===== config.mk =====
export PLATFORM = sky130hd
export DESIGN_NAME = iefp_ctrl
export DESIGN_NICKNAME = d
export VERILOG_FILES = /design/src/hdl/iefp_pkg.sv /design/src/hdl/iefp_ctrl.sv
export SDC_FILE = /design/constraint.sdc
export NUM_CORES = 1
export LEC_CHECK = 0
export BUFFER_PORTS_ARGS = -buffer_cell sky130_fd_sc_hd__buf_2
export CAP_MARGIN = 20
export CORE_MARGIN = 3
export CORE_UTILIZATION = 48
export CTS_BUF_LIST = sky130_fd_sc_hd__clkbuf_16
export DETAILED_ROUTE_END_ITERATION = 12
export GPL_ROUTABILITY_DRIVEN = 0
export HOLD_SLACK_MARGIN = 0.05
export PLACE_DENSITY = 0.8
export SETUP_SLACK_MARGIN = 0.1
export SYNTH_ARGS = -nofsm -noshare
export SYNTH_HDL_FRONTEND = slang
export SYNTH_SLANG_ARGS = --single-unit

===== constraint.sdc =====
create_clock -name clk -period 2.25 [get_ports clk]
set_clock_uncertainty 0.05 [all_clocks]
set_input_delay 0.225 -clock clk [delete_from_list [all_inputs] [get_ports clk]]
set_output_delay 0.225 -clock clk [all_outputs]
set_load 0.1 [all_outputs]

===== src/hdl/iefp_pkg.sv =====
// package: register map, field positions and reset values of the block
package iefp_pkg;

  // ----------------------------------------------------------------
  // register byte addresses
  // ----------------------------------------------------------------
  localparam logic [7:0] ADDR_CTRL_MAIN = 8'h00; // main control
  localparam logic [7:0] ADDR_EDGE_PRIO = 8'h04; // edge and priority
  localparam logic [7:0] ADDR_EXT_CTRL = 8'h08; // external control
  localparam logic [7:0] ADDR_PERIPH_FLAGS = 8'h0c; // peripheral flags
  localparam logic [7:0] ADDR_PRIO_MODE = 8'h10; // priority mode select
  localparam logic [7:0] ADDR_STATUS = 8'h14; // request / vector status

  // ----------------------------------------------------------------
  // main control fields
  // ----------------------------------------------------------------
  localparam int MAIN_GATE_HI = 7;
  localparam int MAIN_GATE_LO = 6;
  localparam int MAIN_T0_EN = 5;
  localparam int MAIN_EXT0_EN = 4;
  localparam int MAIN_PCH_EN = 3;
  localparam int MAIN_T0_FLAG = 2;
  localparam int MAIN_EXT0_FLAG = 1;
  localparam int MAIN_PCH_FLAG = 0;

  // ----------------------------------------------------------------
  // edge / priority fields
  // ----------------------------------------------------------------
  localparam int EP_PULLUP_DIS = 7;
  localparam int EP_EDGE0 = 6; // edges 0..3 at bits 6..3
  localparam int EP_T0_PRIO = 2;
  localparam int EP_EXT3_PRIO = 1;
  localparam int EP_PCH_PRIO = 0;

  // ----------------------------------------------------------------
  // external control fields
  // ----------------------------------------------------------------
  localparam int EX_EXT2_PRIO = 7;
  localparam int EX_EXT1_PRIO = 6;
  localparam int EX_EN3 = 5; // enables 3..1 at bits 5..3
  localparam int EX_FLAG3 = 2; // flags 3..1 at bits 2..0

  // ----------------------------------------------------------------
  // peripheral flag fields
  // ----------------------------------------------------------------
  localparam int PF_PAR = 7;
  localparam int PF_ADC = 6;
  localparam int PF_RX1 = 5;
  localparam int PF_TX1 = 4;
  localparam int PF_SSP1 = 3;
  localparam int PF_CCP1 = 2;
  localparam int PF_T2 = 1;
  localparam int PF_T1 = 0;
  localparam logic [7:0] PF_RO_MASK = 8'h30; // serial bits follow units

  // ----------------------------------------------------------------
  // reset values
  // ----------------------------------------------------------------
  localparam logic [7:0] RST_CTRL_MAIN = 8'h00;
  localparam logic [7:0] RST_EDGE_PRIO = 8'hff;
  localparam logic [7:0] RST_EXT_CTRL = 8'hc0;
  localparam logic [7:0] RST_PERIPH = 8'h00;

  // ----------------------------------------------------------------
  // vectors and bus answers
  // ----------------------------------------------------------------
  localparam logic [15:0] VEC_HIGH = 16'h0008;
  localparam logic [15:0] VEC_LOW = 16'h0018;
  localparam logic [1:0] RESP_OKAY = 2'b00;
  localparam logic [1:0] RESP_SLVERR = 2'b10;

  // event inputs from peripherals and pins
  typedef struct packed {
    logic timer0_ovf;
    logic [3:0] ext_pin; // external interrupt pins 3..0
    logic [3:0] port_b_hi; // port b pins 7..4
    logic par_access;
    logic adc_done;
    logic rx1_full;
    logic tx1_empty;
    logic ssp1_done;
    logic ccp1_event;
    logic timer2_match;
    logic timer1_ovf;
  } iefp_event_type;

  // request towards the core
  typedef struct packed {
    logic req;
    logic high;
    logic [15:0] vector;
  } iefp_core_req_type;

endpackage : iefp_pkg


===== src/hdl/iefp_ctrl.sv =====
// interrupt enable, flag and priority block with an axi4-lite slave
`timescale 1ns/10ps

// Behaviour
// - compat mode: top bit gates every interrupt
// - priority mode: top bit gates high level
// - compat mode: second bit gates peripheral sources
// - priority mode: second bit gates low level
// - per-source enable bits, one enables
// - timer0 overflow sets sticky flag
// - selected pin edge sets external flags
// - port b upper mismatch sets change flag
// - mismatch keeps flag set until port read
// - edge selects bits 6..3, reset to one
// - priority bits, one means high
// - pullup disable bit overrides port latches
// - flags set regardless of enables
// - parallel port access sets flag
// - conversion done sets converter flag
// - receive flag mirrors full rx buffer
// - transmit flag mirrors empty tx buffer
// - sync serial completion sets flag
// - capture or compare event sets flag
// - timer2 period match sets flag
// - timer1 overflow sets flag
// - priority mode bit, default off
// - vector 0008h high, 0018h low
// - request needs flag, enable and gate
// - core acknowledge clears the used gate
module iefp_ctrl (
  // clock and reset
  input wire logic clk,
  input wire logic arst_n,
  // axi4-lite write address
  input wire logic [7:0] s_axi_awaddr,
  input wire logic s_axi_awvalid,
  output logic s_axi_awready,
  // axi4-lite write data
  input wire logic [31:0] s_axi_wdata,
  input wire logic [3:0] s_axi_wstrb,
  input wire logic s_axi_wvalid,
  output logic s_axi_wready,
  // axi4-lite write response
  output logic [1:0] s_axi_bresp,
  output logic s_axi_bvalid,
  input wire logic s_axi_bready,
  // axi4-lite read address
  input wire logic [7:0] s_axi_araddr,
  input wire logic s_axi_arvalid,
  output logic s_axi_arready,
  // axi4-lite read data
  output logic [31:0] s_axi_rdata,
  output logic [1:0] s_axi_rresp,
  output logic s_axi_rvalid,
  input wire logic s_axi_rready,
  // peripheral and pin events
  input wire iefp_pkg::iefp_event_type events,
  input wire logic port_b_read,
  input wire logic [1:0] ccp1_mode,
  // core side
  input wire logic core_ack,
  output iefp_pkg::iefp_core_req_type core_req,
  // port b pull-up control
  input wire logic [7:0] port_b_latch,
  output logic [7:0] pullup_en
);

  // ----------------------------------------------------------------
  // registers
  // ----------------------------------------------------------------
  logic [7:0] main_r; // main control
  logic [7:0] edge_prio_r; // edge and priority control
  logic [7:0] ext_r; // external control
  logic [7:0] pflag_r; // writable peripheral flags
  logic priority_mode_select_r; // priority mode enable
  logic [3:0] ext_pin_r; // last pin levels for edge finding
  logic [3:0] port_b_last_r; // port b latched at last read
  logic port_b_primed_r; // last state valid after first read
  logic awt_r; // write address taken
  logic wt_r; // write data taken
  logic [7:0] awaddr_r;
  logic [31:0] wdata_r;
  logic [3:0] wstrb_r;
  logic [1:0] bresp_r;
  logic bvalid_r;
  logic [31:0] rdata_r;
  logic [1:0] rresp_r;
  logic rvalid_r;
  logic core_req_r;
  logic core_high_r;

  // ----------------------------------------------------------------
  // event detection
  // ----------------------------------------------------------------
  // edge match per pin: one picks rising, zero falling
  wire [3:0] edge_sel = edge_prio_r[iefp_pkg::EP_EDGE0 -: 4];
  wire [3:0] ext_sel = {edge_sel[0], edge_sel[1], edge_sel[2], edge_sel[3]};
  wire [3:0] ext_rise = events.ext_pin & ~ext_pin_r;
  wire [3:0] ext_fall = ~events.ext_pin & ext_pin_r;
  wire [3:0] ext_hit = (ext_sel & ext_rise) | (~ext_sel & ext_fall);
  // mismatch stays as long as pins differ from last read
  wire port_mismatch = port_b_primed_r &&
    (events.port_b_hi != port_b_last_r);
  // capture/compare flag silent in pwm mode (mode 2'b11)
  wire ccp1_hit = events.ccp1_event && (ccp1_mode != 2'b11);

  // ----------------------------------------------------------------
  // bus decode
  // ----------------------------------------------------------------
  wire wr_go = awt_r && wt_r && !bvalid_r;
  wire rd_go = s_axi_arvalid && !rvalid_r;
  wire wr_main = wr_go && awaddr_r == iefp_pkg::ADDR_CTRL_MAIN && wstrb_r[0];
  wire wr_ep = wr_go && awaddr_r == iefp_pkg::ADDR_EDGE_PRIO && wstrb_r[0];
  wire wr_ext = wr_go && awaddr_r == iefp_pkg::ADDR_EXT_CTRL && wstrb_r[0];
  wire wr_pf = wr_go && awaddr_r == iefp_pkg::ADDR_PERIPH_FLAGS &&
    wstrb_r[0];
  wire wr_pm = wr_go && awaddr_r == iefp_pkg::ADDR_PRIO_MODE && wstrb_r[0];
  wire [7:0] wbyte = wdata_r[7:0];

  // address is mapped when it names one of the six words
  function automatic logic addr_ok(input logic [7:0] a);
    addr_ok = a == iefp_pkg::ADDR_CTRL_MAIN ||
      a == iefp_pkg::ADDR_EDGE_PRIO || a == iefp_pkg::ADDR_EXT_CTRL ||
      a == iefp_pkg::ADDR_PERIPH_FLAGS || a == iefp_pkg::ADDR_PRIO_MODE ||
      a == iefp_pkg::ADDR_STATUS;
  endfunction : addr_ok

  // ----------------------------------------------------------------
  // flag set and clear (set wins over a same-cycle write)
  // ----------------------------------------------------------------
  wire [7:0] main_set = {5'b0, events.timer0_ovf, ext_hit[0],
    port_mismatch};
  wire [7:0] main_nxt = (wr_main ? wbyte : main_r) | main_set;
  wire [7:0] ext_set = {5'b0, ext_hit[3], ext_hit[2], ext_hit[1]};
  wire [7:0] ext_nxt = (wr_ext ? wbyte : ext_r) | ext_set;
  wire [7:0] pf_set = {events.par_access, events.adc_done, 2'b00,
    events.ssp1_done, ccp1_hit, events.timer2_match,
    events.timer1_ovf};
  wire [7:0] pf_nxt = ((wr_pf ? wbyte : pflag_r) | pf_set) &
    ~iefp_pkg::PF_RO_MASK;
  // serial bits are live status of the unit, not stored here
  wire [7:0] pflags = pflag_r | {2'b00, events.rx1_full,
    events.tx1_empty, 4'b0};

  // ----------------------------------------------------------------
  // request generation
  // ----------------------------------------------------------------
  // core sources: timer0, ext0..3, port change
  wire [5:0] core_act = {
    main_r[iefp_pkg::MAIN_T0_FLAG] & main_r[iefp_pkg::MAIN_T0_EN],
    main_r[iefp_pkg::MAIN_EXT0_FLAG] & main_r[iefp_pkg::MAIN_EXT0_EN],
    main_r[iefp_pkg::MAIN_PCH_FLAG] & main_r[iefp_pkg::MAIN_PCH_EN],
    ext_r[2:0] & ext_r[iefp_pkg::EX_EN3 -: 3]};
  // ext0 has no priority bit and is always high
  wire [5:0] core_prio = {edge_prio_r[iefp_pkg::EP_T0_PRIO], 1'b1,
    edge_prio_r[iefp_pkg::EP_PCH_PRIO], edge_prio_r[iefp_pkg::EP_EXT3_PRIO],
    ext_r[iefp_pkg::EX_EXT2_PRIO], ext_r[iefp_pkg::EX_EXT1_PRIO]};
  // peripheral enables live outside; every flag counts at low level
  wire periph_act = |pflags;
  wire gate_hi = main_r[iefp_pkg::MAIN_GATE_HI];
  wire gate_lo = main_r[iefp_pkg::MAIN_GATE_LO];
  // compat: top gate over all, second gate over peripherals
  wire compat_req = gate_hi && ((|core_act) ||
    (gate_lo && periph_act));
  // priority mode: top gate opens high level, both gates open low level
  wire hi_req = gate_hi && (|(core_act & core_prio));
  // low level also needs the top gate: top gate low blocks everything
  wire lo_req = gate_hi && gate_lo && ((|(core_act & ~core_prio)) ||
    periph_act);
  wire req_any = priority_mode_select_r ? (hi_req || lo_req) :
    compat_req;
  wire req_high = !priority_mode_select_r || hi_req;

  // ----------------------------------------------------------------
  // flag and control registers
  // ----------------------------------------------------------------
  // gate cleared on acknowledge, after any software write
  always_ff @(posedge clk or negedge arst_n) begin
    if (!arst_n) begin
      main_r <= iefp_pkg::RST_CTRL_MAIN;
    end else if (core_ack && core_req_r) begin
      main_r <= main_nxt & ~((core_high_r ? 8'h80 : 8'h40));
    end else begin
      main_r <= main_nxt;
    end
  end

  // edge / priority, external control and peripheral flags
  always_ff @(posedge clk or negedge arst_n) begin
    if (!arst_n) begin
      edge_prio_r <= iefp_pkg::RST_EDGE_PRIO;
      ext_r <= iefp_pkg::RST_EXT_CTRL;
      pflag_r <= iefp_pkg::RST_PERIPH;
    end else begin
      if (wr_ep) begin
        edge_prio_r <= wbyte;
      end
      ext_r <= ext_nxt;
      pflag_r <= pf_nxt;
    end
  end

  // priority mode bit, off by default
  always_ff @(posedge clk or negedge arst_n) begin
    if (!arst_n) begin
      priority_mode_select_r <= 1'b0;
    end else if (wr_pm) begin
      priority_mode_select_r <= wbyte[0];
    end
  end

  // pin history for edge finding and port b read latch
  always_ff @(posedge clk or negedge arst_n) begin
    if (!arst_n) begin
      ext_pin_r <= 4'h0;
      port_b_last_r <= 4'h0;
      port_b_primed_r <= 1'b0;
    end else begin
      ext_pin_r <= events.ext_pin;
      if (port_b_read) begin
        port_b_last_r <= events.port_b_hi;
        port_b_primed_r <= 1'b1;
      end
    end
  end

  // ----------------------------------------------------------------
  // core request, registered
  // ----------------------------------------------------------------
  always_ff @(posedge clk or negedge arst_n) begin
    if (!arst_n) begin
      core_req_r <= 1'b0;
      core_high_r <= 1'b0;
    end else begin
      core_req_r <= req_any && !(core_ack && core_req_r);
      core_high_r <= req_high;
    end
  end

  assign core_req.req = core_req_r;
  assign core_req.high = core_high_r;
  assign core_req.vector = core_high_r ? iefp_pkg::VEC_HIGH :
    iefp_pkg::VEC_LOW;

  // pull-ups: one in the disable bit forces all off
  assign pullup_en = edge_prio_r[iefp_pkg::EP_PULLUP_DIS] ? 8'h00 :
    port_b_latch;

  // ----------------------------------------------------------------
  // axi4-lite write channel
  // ----------------------------------------------------------------
  // address and data latched independently, either order
  always_ff @(posedge clk or negedge arst_n) begin
    if (!arst_n) begin
      awt_r <= 1'b0;
      wt_r <= 1'b0;
      awaddr_r <= 8'h00;
      wdata_r <= 32'h0000_0000;
      wstrb_r <= 4'h0;
    end else begin
      if (s_axi_awvalid && s_axi_awready) begin
        awt_r <= 1'b1;
        awaddr_r <= s_axi_awaddr;
      end else if (wr_go) begin
        awt_r <= 1'b0;
      end
      if (s_axi_wvalid && s_axi_wready) begin
        wt_r <= 1'b1;
        wdata_r <= s_axi_wdata;
        wstrb_r <= s_axi_wstrb;
      end else if (wr_go) begin
        wt_r <= 1'b0;
      end
    end
  end

  // write response, slverr on unmapped or read-only address
  always_ff @(posedge clk or negedge arst_n) begin
    if (!arst_n) begin
      bvalid_r <= 1'b0;
      bresp_r <= iefp_pkg::RESP_OKAY;
    end else if (wr_go) begin
      bvalid_r <= 1'b1;
      bresp_r <= (addr_ok(awaddr_r) && awaddr_r != iefp_pkg::ADDR_STATUS) ?
        iefp_pkg::RESP_OKAY : iefp_pkg::RESP_SLVERR;
    end else if (s_axi_bready) begin
      bvalid_r <= 1'b0;
    end
  end

  assign s_axi_awready = !awt_r;
  assign s_axi_wready = !wt_r;
  assign s_axi_bvalid = bvalid_r;
  assign s_axi_bresp = bresp_r;

  // ----------------------------------------------------------------
  // axi4-lite read channel
  // ----------------------------------------------------------------
  wire [7:0] status_byte = {5'b0, core_high_r, core_req_r, req_any};
  logic [7:0] rd_byte;
  always_comb begin
    case (s_axi_araddr)
      iefp_pkg::ADDR_CTRL_MAIN: rd_byte = main_r;
      iefp_pkg::ADDR_EDGE_PRIO: rd_byte = edge_prio_r;
      iefp_pkg::ADDR_EXT_CTRL: rd_byte = ext_r;
      iefp_pkg::ADDR_PERIPH_FLAGS: rd_byte = pflags;
      iefp_pkg::ADDR_PRIO_MODE: rd_byte = {7'b0, priority_mode_select_r};
      iefp_pkg::ADDR_STATUS: rd_byte = status_byte;
      default: rd_byte = 8'h00;
    endcase
  end

  // one-cycle read answer, held until rready
  always_ff @(posedge clk or negedge arst_n) begin
    if (!arst_n) begin
      rvalid_r <= 1'b0;
      rdata_r <= 32'h0000_0000;
      rresp_r <= iefp_pkg::RESP_OKAY;
    end else if (rd_go) begin
      rvalid_r <= 1'b1;
      rdata_r <= {24'h00_0000, rd_byte};
      rresp_r <= addr_ok(s_axi_araddr) ? iefp_pkg::RESP_OKAY :
        iefp_pkg::RESP_SLVERR;
    end else if (s_axi_rready) begin
      rvalid_r <= 1'b0;
    end
  end

  assign s_axi_arready = !rvalid_r;
  assign s_axi_rvalid = rvalid_r;
  assign s_axi_rdata = rdata_r;
  assign s_axi_rresp = rresp_r;

endmodule : iefp_ctrl


==> results.yml, run 1 <==
setup_path:
  cp_max_fo: 8
  required_ns: 2.39
  startpoint: "awaddr_r[0]$_DFFE_PN0P_"
  worstSetupEndpointType: "register"
  arrival_ns: 2.16
  r2r_start: "awaddr_r[0]$_DFFE_PN0P_"
  worstSetupPathType: "register to register"
  start_kind: "register"
clock_network:
  cts_buffers: 9
  clock_latency_ns: 0.33
  cts-root-buf: "clkbuf_16"
  clk_pin_slew_worst_paths_ns: 0.06
  ctsHtreeMaxLevel: 3
  cts_tree: "yes"
  cts_sinks: 73
  cts_buffer_depth: 2
min_path:
  hold_class: "input port to register"
  min_from: "events[2]"
flow_run:
  cap_violations: 0
synthesis:
  synth_top_area_share_pct: 41.8
  yosysUniqueCellTypes: 50
  ys_seq_area_share_pct: 48.8
  synth_flop_cell: "dfrtp_1"
  avgSynthCellArea_sq_um: 10.7
  yosysWarningCount: 0
  ys_top_cells_by_area: "dfrtp_1 42%, mux2_2 9.9%, buf_4 8.6%"
  synth_top_area_cell: "dfrtp_1"
  synthCells: 352
  synthArstFlopShare_pct: 100
  netlist_area_sq_um: 3770
  synth_edf_count: 0
  synth-seq-cells: 73
finish:
  finalInstanceArea_sq_um: 4630
  area_growth_pct: 22.8
  regArea_sq_um: 1840
  fin_nets: 546
  drive_gt1_share_pct: 36.5
  n_fill_cell: 615
  diodes: 0
  multi_input_area_sq_um: 1700
routing:
  ant_nets: 0
  drcViolationCount: 0
  drt_iter0_markers: 246
  wire_per_inst_microns: 16.0
  via_count: 3023
  drtPass1Iterations: 4
  wirelength_mm: 9.02
  vias_per_cell: 5.38
floorplanning:
  start_util_pct: 50.6
  ios: 155
  core_sq_um: 7450
  die_x_microns: 94.6
  die_h_microns: 94.6
  placementRows: 31
  dieArea_sq_um: 8950
grt:
  grt_pass1_vias: 2939
  antenna_found_initial: 0
  grt_max_degree: 29
  grt_pass1_wl_mm: 14.5
  grt.total_usage_pct: 21.1
  grt_overflow: 0
sta:
  tightest_slew_ns: 0.654
  holdWs_ns: 0.0559
  finalHoldViolCount: 0
  rsz0062_at_grt: "no"
  setup_viol: 0
  relSlewSlack_pct: 56.3
  tns_ns: 0
  drv_slew: 0
  fin_crit_sh_pct: 89.7
  min_period_ns: 2.02
  fmax_mhz: 495
placement:
  dp_hpwl_mm: 6.76
  io_buffers: 86
  dpl_cell_area_sq_um: 4210
pwr:
  p_leak_uw: 0.00220
  ir_worst_vdd_uv: 1180
  powerDensity_nw_per_um2: 1080
status:
  outcome: "complete, no violations"
==> layout make-up <==
class,instances,area share (%)
Clock inverter,7,1.73
Clock buffer,9,4.86
Multi-Input combinational cell,260,36.8
Tap cell,99,2.68
Inverter,7,0.649
Sequential cell,73,39.8
Timing Repair Buffer,107,13.5
==> state kept, by name, indices dropped and copies added (netlist names), 4 cells and up <==
signal	flops
awaddr_r	8
edge_prio_r	8
ext_r	8
main_r	8
s_axi_rdata	8
wdata_r	8
pflag_r	6
ext_pin_r	4
port_b_last_r	4
==> power by group <==
part / total (uW) / switching [uW] / internal [uW]
clock network: 1460 / 509 / 951
logic: 1620 / 1160 / 451
registers: 1950 / 333 / 1610
total: 5020 / 2010 / 3020
==> cells in the final DEF, fill, tap and decap left out, types with 2 or more instances in the layout <==
cell,netlist,final
buf_2,1,86
dfrtp_1,63,61
conb_1,2,41
mux2_2,33,33
nand2_1,30,30
nor2_1,25,25
a21oi_1,16,16
nor2b_1,13,13
o21ai_0,11,11
buf_4,43,11
inv_1,7,10
mux2i_1,10,10
dfstp_2,10,10
nand3_1,9,9
nor3_1,9,9
a22oi_1,9,9
clkbuf_16,0,9
dlygate4sd3_1,0,9
mux2_4,5,5
xor2_1,4,4
a2bb2oi_1,4,4
a221oi_1,4,4
a31oi_1,3,3
o21a_1,3,3
nand3b_1,2,2
a311oi_1,2,2
nor4_1,2,2
o22ai_1,2,2
bufinv_16,0,2
==> cell families after synthesis <==
group | count (synthesis) | share of synthesized area [%]
AND/OR/NAND/NOR | 103 | 14.0
multiplexers | 48 | 14.5
buffers and inverters | 58 | 10.3
other | 2 | 0.199
AO/OA/AOI/OAI | 64 | 11.3
XOR/XNOR | 4 | 0.929
flip-flops | 73 | 48.8
==> final timing paths <==
kind | to | slack (ns) | depth (start not counted)
max | main_r[6]$_DFF_PN0_ | 0.23 | 6
min | pflag_r[2]$_DFF_PN0_ | 0.06 | 3
max reg2reg | main_r[6]$_DFF_PN0_ | 0.23 | 6
min reg2reg | s_axi_rdata[2]$_DFFE_PN0P_ | 0.42 | 2
max in group asynchronous | ext_r[6]$_DFFE_PN1P_ | 1.15 | 3
min in group asynchronous | s_axi_rdata[0]$_DFFE_PN0P_ | 0.34 | 2
==> metrics by stage <==
| step | worst slack (ns) | util [%] | total power (uW) | std cells |
|---|---|---|---|---|
| finish | 0.232 | 62.2 | 5020 | 562 |
| global route | 0.133 | 62.2 | 5250 | 562 |
| CTS | 0.255 | 62.2 | 5040 | 562 |
| detailed placement | 0.0739 | 56.5 | 3540 | 535 |
| global placement | 0.140 | 56.5 | 3480 | 535 |
| floorplan | 0.238 | - | 3240 | 391 |
==> what timing repair did <==
| action | CTS | global route |
|---|---|---|
| hold buffers | 9 | 0 |
| buffers inserted | 2 | 0 |
| endpoints found under the setup margin | 16 | 0 |
| gates resized for setup | 2 | 0 |
| hold endpoints to repair | 24 | 0 |
==> per-layer routing <==
metal  vias to the layer above  wire length (microns)  global-route usage [%]
met1                      1453                   3480                    25.7
met5                         -                      0                       0
li1                       1385                      -                       -
met2                       162                   4450                    35.5
met4                         0                    170                    7.81
met3                        23                    917                    5.74
==> critical path, cell delays in order (launching register included) <==
cell	delay, ns
dfrtp_1	0.38
or4_4	0.57
nor4_4	0.21
buf_4	0.20
nand2_4	0.12
mux2i_1	0.27
a31oi_1	0.09
==> synth_stat cells (2+ instances only) <==
cell and instances:
o21a_1 3, a221oi_1 4, mux2_2 33, nand2_1 30
o22ai_1 2, buf_4 43, conb_1 2, a2bb2oi_1 4
nand3b_1 2, nand2_2 2, mux2_4 5, nand3_1 9
a22oi_1 9, mux2i_1 10, dfstp_2 10, clkbuf_1 6
a21oi_1 16, dfrtp_1 63, o21ai_0 11, xor2_1 4
a311oi_1 2, nor2b_1 13, inv_1 7, nor4_1 2
a31oi_1 3, nor3_1 9, nor2_1 25
Note: power is estimated with default switching activity, not from simulation.
==> run 2: changes to the inputs <==
BUFFER_PORTS_ARGS = unset   (was -buffer_cell sky130_fd_sc_hd__buf_2)
CORE_UTILIZATION = 63   (was 48)
DONT_BUFFER_PORTS = 1   (was unset)
PLACE_DENSITY = 0.79   (was 0.8)
==> run 2 against run 1 <==
Maximum frequency shrank 5.1%. Register-to-register slack lost 0.11 ns. Combinational power is essentially flat. Final area grew 1.0%. Worst hold slack gained 0.0064 ns. Wire length shrank 2.4%. Non-clock buffer count shrank 34. Sequential power is essentially flat.
==> results.yml, run 2 (same netlist as run 1, synthesis figures left out) <==
status:
  outcome: "complete, no violations"
routing:
  drt_iter0_markers: 301
  wirelength_mm: 8.80
  drcViolationCount: 0
  ant_nets: 0
  via_count: 2864
  wire_per_inst_microns: 17.6
  vias_per_cell: 5.72
  drtPass1Iterations: 5
setup_path:
  worstSetupEndpointType: "register"
  startpoint: "awaddr_r[0]$_DFFE_PN0P_"
  cp_max_fo: 8
  arrival_ns: 2.33
  r2r_start: "awaddr_r[0]$_DFFE_PN0P_"
  worstSetupPathType: "register to register"
  required_ns: 2.46
  start_kind: "register"
grt:
  grt_max_degree: 74
  antenna_found_initial: 0
  grt_pass1_wl_mm: 14.0
  grt.total_usage_pct: 25.5
  grt_overflow: 0
  grt_pass1_vias: 2883
finish:
  diodes: 0
  area_growth_pct: 24.1
  multi_input_area_sq_um: 1710
  n_fill_cell: 329
  fin_nets: 512
  regArea_sq_um: 1840
  fin_cells: 501
  drive_gt1_share_pct: 26.6
  layout_commonest_cell: "dfrtp_1"
  layout_common_cells: "61 x dfrtp_1, 41 x conb_1, 40 x dlygate4sd3_1"
sta:
  finalHoldViolCount: 0
  tns_ns: 0
  fmax_mhz: 470
  rsz0062_at_grt: "no"
  relSlewSlack_pct: 55.4
  fin_crit_sh_pct: 94.5
  tightest_slew_ns: 0.668
  min_period_ns: 2.13
  setup_viol: 0
  drv_slew: 0
pwr:
  p_comb_share_pct: 31.1
  p_leak_uw: 0.00206
  clkPwrFrac_pct: 30.9
  power_frac_seq_pct: 38.0
  ir_worst_vdd_uv: 982
  switching_share_pct: 38.6
  internal_power_uw: 3170
  switchingPower_uw: 1990
  powerDensity_nw_per_um2: 1100
floorplanning:
  core_sq_um: 5640
  ios: 155
  die_h_microns: 83.4
  start_util_pct: 66.8
  die_x_microns: 83.4
  placementRows: 27
  dieArea_sq_um: 6950
min_path:
  hold_class: "input port to register"
  min_from: "events[15]"
placement:
  placedCellCount: 443
  dp_hpwl_mm: 5.91
  io_buffers: 0
flow_run:
  cap_violations: 0
clock_network:
  cts_tree: "yes"
  ctsHtreeMaxLevel: 3
  cts_resized: 0
  cts-root-buf: "clkbuf_16"
  clk_pin_slew_worst_paths_ns: 0.06
  cts_buffer_depth: 2
  cts_buffers: 9
  clock_latency_ns: 0.33
  cts_sinks: 73
## run 2: cell types whose count changed in the layout (fill, tap and decap cells not counted), moves of 3 or more
cell / before / now
inv_1: 10 / 7
buf_2: 86 / 0
buf_4: 11 / 32
nor2b_1: 13 / 5
nor2b_2: 0 / 8
dlygate4sd3_1: 9 / 40
## run 2: final cells by class
cell class | instances | area share (%)
flip-flops and latches | 73 | 39.4
multi-input cells | 260 | 36.5
repair buffers | 73 | 14.3
clock buffers | 9 | 4.82
well taps | 72 | 1.93
inverters | 7 | 0.642
clock inverters | 7 | 2.35
## run 2: power groups by stage
stage / clock network (uW) / logic, uW / registers, uW
after floorplan: 0 / 1240 / 2000
after global placement: 0 / 1480 / 1950
after detailed placement: 0 / 1510 / 1970
after CTS: 1620 / 1610 / 1950
after global routing: 1680 / 1690 / 2010
final: 1590 / 1610 / 1970
## run 2: through the flow
stage                     setup slack, ns  area [sq um]  power (uW)  hold WS [ns]  util, %
after floorplan                     0.238          3930        3240        -0.121        -
after global placement              0.128          3910        3430        -0.118     69.2
after detailed placement           0.0526          3910        3480        -0.118     69.2
after CTS                           0.106          4670        5180        0.0532     82.8
after global routing               0.0738          4680        5370        0.0629     82.9
final                               0.123          4680        5170        0.0624     82.9
## run 2: worst max-delay path, stage by stage, from the launching register on
cell	delay, ns
dfrtp_1	0.38
or4_4	0.57
nor4_4	0.24
buf_4	0.19
nand3b_2	0.25
mux2_2	0.38
## run 2: repair_timing
action | in CTS | in global routing
hold buffers | 41 | 0
buffers inserted | 0 | 1
pin swaps | 1 | 1
endpoints found under the setup margin | 16 | 19
hold endpoints to repair | 114 | 0
## run 2: worst paths after layout
| path | to | slack, ns | cells after the start |
|---|---|---|---|
| setup / recovery | edge_prio_r[4]$_DFFE_PN1P_ | 0.12 | 5 |
| hold / removal | ext_r[2]$_DFF_PN0_ | 0.06 | 3 |
| setup reg to reg | edge_prio_r[4]$_DFFE_PN1P_ | 0.12 | 5 |
| hold reg to reg | s_axi_rdata[2]$_DFFE_PN0P_ | 0.44 | 2 |
| max in group asynchronous | edge_prio_r[1]$_DFFE_PN1P_ | 1.41 | 2 |
| min in group asynchronous | s_axi_rdata[7]$_DFFE_PN0P_ | 0.38 | 2 |
## run 2: layer usage
metal,vias to the layer above,global-route usage (%),part of all wire [%]
met1,1384,31.5,40
met4,0,12.6,2.8
met3,23,6.85,8.0
met5,-,0,0
met2,148,41.3,50
li1,1309,-,-
